$ cat config.mk
export PLATFORM = sky130hd
export DESIGN_NAME = ffi_irq_logic
export DESIGN_NICKNAME = d
export VERILOG_FILES = /design/src/inc/ffi_pkg.sv /design/src/hdl/ffi_irq_logic.sv /design/src/hdl/ffi_edge.sv
export VERILOG_INCLUDE_DIRS = /design/src /design/src/inc
export SDC_FILE = /design/constraint.sdc
export NUM_CORES = 1
export LEC_CHECK = 0
export ABC_AREA = 1
export BUFFER_PORTS_ARGS = -buffer_cell sky130_fd_sc_hd__buf_2
export CAP_MARGIN = 10
export CORE_MARGIN = 2
export CORE_UTILIZATION = 40
export CTS_CLUSTER_SIZE = 28
export DETAILED_ROUTE_END_ITERATION = 8
export PLACE_DENSITY = 0.66
export REMOVE_ABC_BUFFERS = 1
export SYNTH_ARGS = -nofsm -noshare
export SYNTH_HDL_FRONTEND = slang
export SYNTH_HIERARCHICAL = 1
export SYNTH_SLANG_ARGS = --single-unit
$ cat constraint.sdc
create_clock -name core_clk -period 3.4 [get_ports core_clk]
set_input_delay 0 -clock core_clk [delete_from_list [all_inputs] [get_ports core_clk]]
set_output_delay 0 -clock core_clk [all_outputs]
set_load 0.02 [all_outputs]
$ cat src/inc/ffi_regs.svh
// Register offsets, field positions, reset values for the flash FIFO interrupt logic
`ifndef FFI_REGS_SVH
`define FFI_REGS_SVH

// =====================================================
// Offsets
`define FFI_OFS_RAW    8'h00
`define FFI_OFS_MASK   8'h04
`define FFI_OFS_CLEAR  8'h08
`define FFI_OFS_THRESH 8'h0C

// =====================================================
// Source bit positions
`define FFI_BIT_XMT_EMPTY    0
`define FFI_BIT_XMT_SPACE    1
`define FFI_BIT_XMT_NOT_FULL 2
`define FFI_BIT_RCV_NONEMPTY 3
`define FFI_BIT_RCV_LEVEL    4
`define FFI_BIT_RCV_FULL     5
`define FFI_BIT_BUS_WR_FAULT 6
`define FFI_BIT_BUS_RD_FAULT 7
`define FFI_BIT_RCV_PUSH     8
`define FFI_BIT_XMT_POP      9
`define FFI_BIT_EVT_LO       10
`define FFI_BIT_EVT_HI       14

// =====================================================
// Reset values
`define FFI_MASK_RST   32'h0FFFFFFF
`define FFI_RAW_RST    15'h0000
`define FFI_THRESH_RST 8'h00
`define FFI_RDATA_RST  32'h00000000

`endif

$ cat src/inc/ffi_pkg.sv
// Types shared by the flash FIFO interrupt logic
package ffi_pkg;
  typedef logic [14:0] ffi_src_t;
  typedef enum logic [1:0] {
    FFI_W_BYTE = 2'b00,
    FFI_W_HALF = 2'b01,
    FFI_W_WORD = 2'b10
  } ffi_width_t;
endpackage : ffi_pkg

$ cat src/hdl/ffi_irq_logic.sv
// Interrupt source, mask and clear logic for the flash memory controller FIFOs
// =====================================================
`timescale 1ns/1ps
`include "ffi_regs.svh"
module ffi_irq_logic
  import ffi_pkg::*;
#(
  parameter int LEVEL_W = 8
)(
  input  wire logic               core_clk,
  input  wire logic               sys_rst,
  // Register port
  input  wire logic               reg_sel,
  input  wire logic               reg_write,
  input  wire logic [7:0]         reg_addr,
  input  wire logic [31:0]        reg_wdata,
  output logic      [31:0]        reg_rdata,
  // Transmit FIFO side
  input  wire logic               xmt_empty,
  input  wire logic               xmt_full,
  input  wire logic [LEVEL_W-1:0] xmt_space,
  input  wire logic               xmt_bus_write,
  input  wire ffi_width_t         xmt_bus_width,
  input  wire logic [1:0]         xmt_byte_ptr,
  input  wire logic               xmt_ext_pop,
  input  wire logic               xmt_ext_misalign,
  // Receive FIFO side
  input  wire logic               rcv_full,
  input  wire logic               rcv_empty,
  input  wire logic [LEVEL_W-1:0] rcv_count,
  input  wire logic               rcv_bus_read,
  input  wire logic               rcv_bus_misalign,
  input  wire logic               rcv_ext_push_fault,
  // Flash completion events, bits 14..10
  input  wire logic [4:0]         flash_events,
  output logic                    irq
);
  // =====================================================
  // Parameter check
  // Thresholds are 8 bits; counts beyond 16 bits would only waste compare logic
  if (LEVEL_W < 1 || LEVEL_W > 16)
  begin : g_bad_level_w
    $error("ffi_irq_logic: LEVEL_W out of range");
  end

  // =====================================================
  // Registers
  ffi_src_t    raw_q;                    // Raw source flags
  ffi_src_t    raw_d;
  logic [31:0] mask_q;                   // Bits 31..15 are storage only
  logic [31:0] mask_d;
  logic [15:0] thresh_q;                 // [7:0] receive level, [15:8] transmit space
  logic [15:0] thresh_d;
  logic [31:0] rdata_q;
  logic [31:0] rdata_d;

  // =====================================================
  // Write decode
  // Accesses last one cycle, so a write acts exactly once
  wire acc_wr    = reg_sel & reg_write;
  wire wr_mask   = acc_wr & (reg_addr == `FFI_OFS_MASK);
  wire wr_clear  = acc_wr & (reg_addr == `FFI_OFS_CLEAR);
  wire wr_thresh = acc_wr & (reg_addr == `FFI_OFS_THRESH);
  wire rd_any    = reg_sel & ~reg_write;

  // =====================================================
  // Threshold compare
  // Both sides widened to 16 bits so a narrow count never cuts the threshold
  wire [7:0]  rcv_thresh = thresh_q[7:0];
  wire [7:0]  xmt_thresh = thresh_q[15:8];
  wire [15:0] rcv_wide   = 16'(rcv_count);
  wire [15:0] xmt_wide   = 16'(xmt_space);
  wire        rcv_over   = rcv_wide > {8'h00, rcv_thresh};
  wire        xmt_over   = xmt_wide > {8'h00, xmt_thresh};

  // =====================================================
  // Level edges
  // Flags follow edges, not levels: a cleared flag stays clear while its
  // condition lasts, instead of firing again on every cycle
  logic [5:0] lvl;
  logic [5:0] rise;
  assign lvl[0] = xmt_empty;
  assign lvl[1] = ~xmt_full;
  assign lvl[2] = ~rcv_empty;
  assign lvl[3] = rcv_full;
  assign lvl[4] = rcv_over;
  assign lvl[5] = xmt_over;

  ffi_edge #(
    .WIDTH (6)
  ) u_edge (
    .core_clk (core_clk),
    .sys_rst  (sys_rst),
    .level    (lvl),
    .rise     (rise)
  );

  // =====================================================
  // Fault detection
  // Faults are single-cycle pulses from the FIFOs and set their flag directly
  wire xmt_overrun   = xmt_bus_write & xmt_full;
  wire word_write    = xmt_bus_write & (xmt_bus_width == FFI_W_WORD);
  wire word_misalign = word_write & (xmt_byte_ptr != 2'b00);
  wire bus_wr_fault  = xmt_overrun | word_misalign;
  wire rcv_underrun  = rcv_bus_read & rcv_empty;
  wire rcv_bus_skew  = rcv_bus_read & rcv_bus_misalign;
  wire bus_rd_fault  = rcv_underrun | rcv_bus_skew;
  wire xmt_pop_fault = xmt_ext_pop & (xmt_empty | xmt_ext_misalign);

  // =====================================================
  // Set vector
  ffi_src_t set_v;
  assign set_v[`FFI_BIT_XMT_EMPTY]    = rise[0];
  assign set_v[`FFI_BIT_XMT_NOT_FULL] = rise[1];
  assign set_v[`FFI_BIT_RCV_NONEMPTY] = rise[2];
  assign set_v[`FFI_BIT_RCV_FULL]     = rise[3];
  assign set_v[`FFI_BIT_RCV_LEVEL]    = rise[4];
  assign set_v[`FFI_BIT_XMT_SPACE]    = rise[5];
  assign set_v[`FFI_BIT_BUS_WR_FAULT] = bus_wr_fault;
  assign set_v[`FFI_BIT_BUS_RD_FAULT] = bus_rd_fault;
  assign set_v[`FFI_BIT_RCV_PUSH]     = rcv_ext_push_fault;
  assign set_v[`FFI_BIT_XMT_POP]      = xmt_pop_fault;
  assign set_v[`FFI_BIT_EVT_HI:`FFI_BIT_EVT_LO] = flash_events;

  // =====================================================
  // Clear vector
  // Only bits written as one clear; a zero leaves its flag alone
  ffi_src_t clr_v;
  assign clr_v = wr_clear ? reg_wdata[14:0] : '0;

  // Per-bit next value; a set in the same cycle as its clear wins
  genvar gi;
  generate
    for (gi = 0; gi < $bits(ffi_src_t); gi++)
    begin : g_src
      assign raw_d[gi] = set_v[gi] | (raw_q[gi] & ~clr_v[gi]);
    end
  endgenerate

  // =====================================================
  // Register next values
  assign mask_d   = wr_mask   ? reg_wdata       : mask_q;
  assign thresh_d = wr_thresh ? reg_wdata[15:0] : thresh_q;

  // =====================================================
  // Raw source register
  always_ff @(posedge core_clk)
  begin
    if (sys_rst) raw_q <= `FFI_RAW_RST;
    else         raw_q <= raw_d;
  end

  // Mask register; every source masked until software opens it
  always_ff @(posedge core_clk)
  begin
    if (sys_rst) mask_q <= `FFI_MASK_RST;
    else         mask_q <= mask_d;
  end

  // Threshold register; zero means any entry crosses it
  always_ff @(posedge core_clk)
  begin
    if (sys_rst) thresh_q <= {`FFI_THRESH_RST, `FFI_THRESH_RST};
    else         thresh_q <= thresh_d;
  end

  // =====================================================
  // Read select
  // Clear register is write-only and reads zero, like any unmapped offset
  wire        sel_raw     = (reg_addr == `FFI_OFS_RAW);
  wire        sel_mask    = (reg_addr == `FFI_OFS_MASK);
  wire        sel_thresh  = (reg_addr == `FFI_OFS_THRESH);
  wire [31:0] raw_word    = {17'h00000, raw_q};
  wire [31:0] thresh_word = {16'h0000, thresh_q};
  wire [31:0] rmux        = sel_raw    ? raw_word    :
                            sel_mask   ? mask_q      :
                            sel_thresh ? thresh_word : 32'h00000000;

  // Read data captured once per read and held until the next one, so a
  // slow poller still sees the value it asked for
  assign rdata_d = rd_any ? rmux : rdata_q;
  always_ff @(posedge core_clk)
  begin
    if (sys_rst) rdata_q <= `FFI_RDATA_RST;
    else         rdata_q <= rdata_d;
  end
  assign reg_rdata = rdata_q;

  // =====================================================
  // Interrupt output
  // Built from flops only, so bus decode cannot glitch the pin
  ffi_src_t pend;
  assign pend = raw_q & ~mask_q[14:0];
  assign irq  = |pend;
endmodule : ffi_irq_logic

$ cat src/hdl/ffi_edge.sv
// Per-bit rising edge detector for FIFO status levels
`timescale 1ns/1ps
module ffi_edge
  import ffi_pkg::*;
#(
  parameter int WIDTH = 6
)(
  input  wire logic             core_clk,
  input  wire logic             sys_rst,
  input  wire logic [WIDTH-1:0] level,
  output logic      [WIDTH-1:0] rise
);
  // Elaboration check; a zero-width detector has nothing to watch
  if (WIDTH < 1)
  begin : g_bad_width
    $error("ffi_edge: WIDTH must be positive");
  end

  logic [WIDTH-1:0] prev_q;

  // Previous level; reset to ones so a level high at reset release is no edge
  always_ff @(posedge core_clk)
  begin
    if (sys_rst) prev_q <= '1;
    else         prev_q <= level;
  end

  // Edge per bit
  genvar i;
  generate
    for (i = 0; i < WIDTH; i++)
    begin : g_bit
      assign rise[i] = level[i] & ~prev_q[i];
    end
  endgenerate
endmodule : ffi_edge

# == Word level (Yosys, flattened, before mapping) ==
# Cells that the tools add are included.
# totals
register_bits,101
in_bits,79
out_inout_bits,33
word_cells,94
# classes
order_cmp,2
n_eq_ne,4
muxes,4
n_bitwise,76
n_reduce_logical,3
# op_table
operator,n
32-bit two-way mux,2
1-bit AND,32
1-bit NOT,24
1-bit bitwise OR,18
"8-bit by 4-bit == test with 1-bit output, second input constant",2
8-bit > comparator,2
16-bit two-way mux,1
15-bit AND,1
15-bit two-way mux,1
15-bit NOT,1
15-bit OR reduction,1
"8-bit by 3-bit == test with 1-bit output, second input constant",1
8-bit logical NOT,1
"2-bit == test, second input constant",1
2-bit nonzero test,1

# == Logic depth before layout (Yosys ltp) ==
# logic_depth
depth_word,6
ltp_mapped,12
ltp_nobuf,12

# == By module ==
# Netlist, hierarchy kept.
# by_module_without_submodules
mod,n_inst,cells_per_inst,area_per_inst_um2,seq_area_each_um2
ffi_irq_logic,1,604,4344.2,1901.8
ffi_edge,1,25,191.4,120.1

# == Worst setup path after synthesis ==
# No wires, ideal clock.
# synth_path
path_type,register -> register
start,reg thresh_q[3]
end,reg raw_q[4]
arrival_time_ps,1281
setup_slack_ps,2049
stages_incl_launch_ff,11
path_buffers,0
synth_period_minus_slack_ps,1351
path_cell_list,dfxtp_1 -> inv_1 -> ha_1 -> nand2_1 -> o21ai_0 -> nand2_1 -> a31oi_1 -> inv_1 -> nor2_1 -> inv_1 -> a21oi_1
# synth_between
elab_chain_cells,3
# synth_lines
element,line,rtl
start: declaration,ffi_irq_logic.sv:52,logic [15:0] thresh_q;
start signal: assignment,ffi_irq_logic.sv:163,"if (sys_rst) thresh_q <= {`FFI_THRESH_RST, `FFI_THRESH_RST};"
start signal: assignment,ffi_irq_logic.sv:164,else thresh_q <= thresh_d;
8-bit > comparator,ffi_irq_logic.sv:73,"wire rcv_over = rcv_wide > {8'h00, rcv_thresh};"
named net lvl[4],ffi_irq_logic.sv:80,logic [5:0] lvl;
1-bit AND,ffi_edge.sv:33,assign rise[i] = level[i] & ~prev_q[i];
named net rise[4],ffi_irq_logic.sv:81,logic [5:0] rise;
1-bit bitwise OR,ffi_irq_logic.sv:136,assign raw_d[gi] = set_v[gi] | (raw_q[gi] & ~clr_v[gi]);
end signal: assignment,ffi_irq_logic.sv:149,if (sys_rst) raw_q <= `FFI_RAW_RST;
end signal: assignment,ffi_irq_logic.sv:150,else raw_q <= raw_d;
end: declaration,ffi_irq_logic.sv:48,ffi_src_t raw_q;
# The timed path passes the listed nets, and every way through them passes these cells.
# A chain may end at the register's enable or synchronous reset.

# == Final worst setup path ==
# layout_path
start,in reg_write
end,reg raw_q[13]
# layout_between
elab_chain_cells,6
# layout_lines
element,line,rtl
start: declaration,ffi_irq_logic.sv:14,"input wire logic reg_write,"
1-bit AND,ffi_irq_logic.sv:60,wire acc_wr = reg_sel & reg_write;
1-bit AND,ffi_irq_logic.sv:62,wire wr_clear = acc_wr & (reg_addr == `FFI_OFS_CLEAR);
15-bit two-way mux,ffi_irq_logic.sv:129,assign clr_v = wr_clear ? reg_wdata[14:0] : '0;
1-bit NOT,ffi_irq_logic.sv:136,
1-bit AND,ffi_irq_logic.sv:136,
1-bit bitwise OR,ffi_irq_logic.sv:136,
# No other way between the ends.

==> impl_metrics.ini <==
[outcome]
status = complete, no violations

[sta]
skew_ns = 0.00735
finalMaxSlewViolations = 0
timing.final.ws_setup_ns = 1.46
layout_min_cycle_time_ns = 1.94
slew_headroom_pct = 20.7
rsz0062_at_grt = false
hold_viol = 0
worst_pin_slew_ns = 1.18
whs_ns = 0.0861
fin_tns_setup_ns = 0
fin_crit_sh_pct = 57.0
max_freq_mhz = 516
setup_violations = 0

[logic_synthesis]
ys_seq_area_share_pct = 44.6
postSynthCellCount = 629
yosysWarningCount = 6
synth_area_sq_um = 4540
synth_seq_cells = 101
synth_cell_types = 29
syn_area_per_cell_sq_um = 7.21

[min_path]
holdCritStartpoint = reg_write
min_path_type = in -> reg
holdPathEnd = reg_rdata[15]
holdPathStages = 4

[placed_design]
hpwl_um = 8540
dp_slack_ns = 1.27
placed_cells = 852
postPlaceCellArea_sq_um = 5160
gp_congestion = 0.814
port_buffers = 111

[clock_tree]
cts.sinks = 101
clk_latency_ns = 0.35
clk_path_buf_depth = 2
root_buffer = clkbuf_16
ctsResizeCount = 0
h-tree-depth = 3
cts_tree = done
cts_buffers = 9
cts.clk_slew.worst_paths_ns = 0.07

[setup_path]
crit-reg2reg-capture = raw_q[1]
rrSetupSlack_ns = 1.76
critPathKind = in -> reg
reg2reg_from = thresh_q[15]
startpoint_type = input pin
arrival_ns = 2.17
path_max_fanout = 15
worstPathRequired_ns = 3.63
crit_path_end_kind = register
r2r_cells = 12

[final_layout]
final_cell_count_no_fill = 919
final_cell_mix = 138 x nand2_1, 111 x buf_2, 102 x nand3_1
antennaDiodeCount = 0
final_common_cell = nand2_1
stdcell_area_sq_um = 5950
drive_gt1_share_pct = 18.9
nets = 869
synthToLayoutAreaGrowth_pct = 31.2
fin_util_pct = 54.4

[grt]
antenna_found_initial = 0
grt_first_pass_wirelength_um = 21000
grtUsageTotal_pct = 21.0
overflow = 0
grt_max_degree = 49
grt_pass1_vias = 4469

[routing]
route.detailed.drc = 0
wl_um = 12900
avgRoutedWirePerCell_um = 14.0
drt-pass1-iter-count = 7
ant_nets = 0
drt-vias-per-instance = 5.05
via_count = 4638
drt_iter0_drc = 283

[pwr]
p_total_mw = 2.40
power_density_nw_per_um2 = 402
leakagePower_nw = 2.74
ir_drop_uv = 204

[die]
rows = 38
io_pins = 112
start_util_pct = 41.5
die_w_um = 110
dieArea_sq_um = 12200
core_region_area_sq_um = 10900
die_h_um = 110

[flow_run]
max_cap_viol_count = 0
## sequential cells by signal, indices dropped and copies added, names as in the netlist
| signal | count |
|---|---|
| thresh_q | 16 |
| reg_rdata | 32 |
| mask_q | 32 |
| u_edge/prev_q | 6 |
| raw_q | 15 |
## worst max-delay path, cell delays in order
cell and delay [ns]:
buf_2 0.10, nand2_1 0.17, nor3_2 0.98, nand3_1 0.16, nand2_1 0.11, a21oi_1 0.06
dlygate4sd3_1 0.58
## per-layer routing
metal	vias to the layer above	routed length (um)	global-route usage, %
met5	-	0	0
met3	17	763	4.56
li1	2347	-	-
met1	2132	5540	26.0
met2	142	6340	35.9
met4	0	262	7.58
## cells in the mapped netlist
cell	instances	share of area, %
buf_4	1	0.17
ha_1	16	4.4
nor2_4	1	0.25
nand2_1	138	11
nor3b_1	1	0.17
clkbuf_1	19	1.6
or2_2	4	0.55
o21a_1	1	0.17
nand3_1	102	11
o21ai_0	24	2.6
o211ai_1	4	0.66
inv_1	68	5.6
o21ai_1	2	0.22
inv_2	4	0.33
buf_2	13	1.4
a21oi_1	85	9.4
nand3b_1	2	0.33
o22ai_1	3	0.41
dfxtp_1	101	45
nand4_1	2	0.28
nor2_2	3	0.41
nor2_8	1	0.44
buf_1	1	0.083
nand2_2	1	0.14
nor2_1	25	2.1
a31oi_1	1	0.14
nor3_1	4	0.44
nor3_2	1	0.22
o2111ai_1	1	0.19
## cell type report
| type | instances | area [sq um] |
|---|---|---|
| Clock buffer | 10 | 229 |
| Clock inverter | 6 | 48.8 |
| Fill cell | 1071 | 4980 |
| Inverter | 72 | 270 |
| Multi-Input combinational cell | 422 | 2100 |
| Sequential cell | 101 | 2020 |
| Tap cell | 140 | 175 |
| Timing Repair Buffer | 168 | 1110 |
## logic make-up after synthesis
kind of cell | Yosys count | synth area share (%)
AO/OA/AOI/OAI | 121 | 13.8
adder cells (fa/ha/maj) | 16 | 4.41
buffers and inverters | 106 | 9.21
flip-flops | 101 | 44.6
AND/OR/NAND/NOR | 285 | 28.0
## how the worst max path moves through the flow
stage                start           end  slack, ns  depth (start not counted)
3_5_place_dp   reg_addr[5]     mask_q[1]       1.27                          9
5_1_grt          reg_write     raw_q[14]       1.30                          7
2_1_floorplan  reg_addr[0]  thresh_q[10]       1.78                          6
3_3_place_gp   reg_addr[7]    mask_q[19]       1.39                          9
4_1_cts          reg_write     raw_q[10]       1.47                          7
6_report         reg_write     raw_q[13]       1.46                          7
## power by group
part	switching, mW	internal, mW	leakage [nW]	total, mW
registers	0.00859	1.20	0.820	1.21
clock network	0.461	0.503	0.131	0.964
logic	0.116	0.107	1.79	0.223
## what timing repair did
item                      4_1_cts  5_1_grt
hold buffers                   51        0
hold endpoints to repair       65        0
buffers inserted                0        0
(Power assumes the default switching activity.)
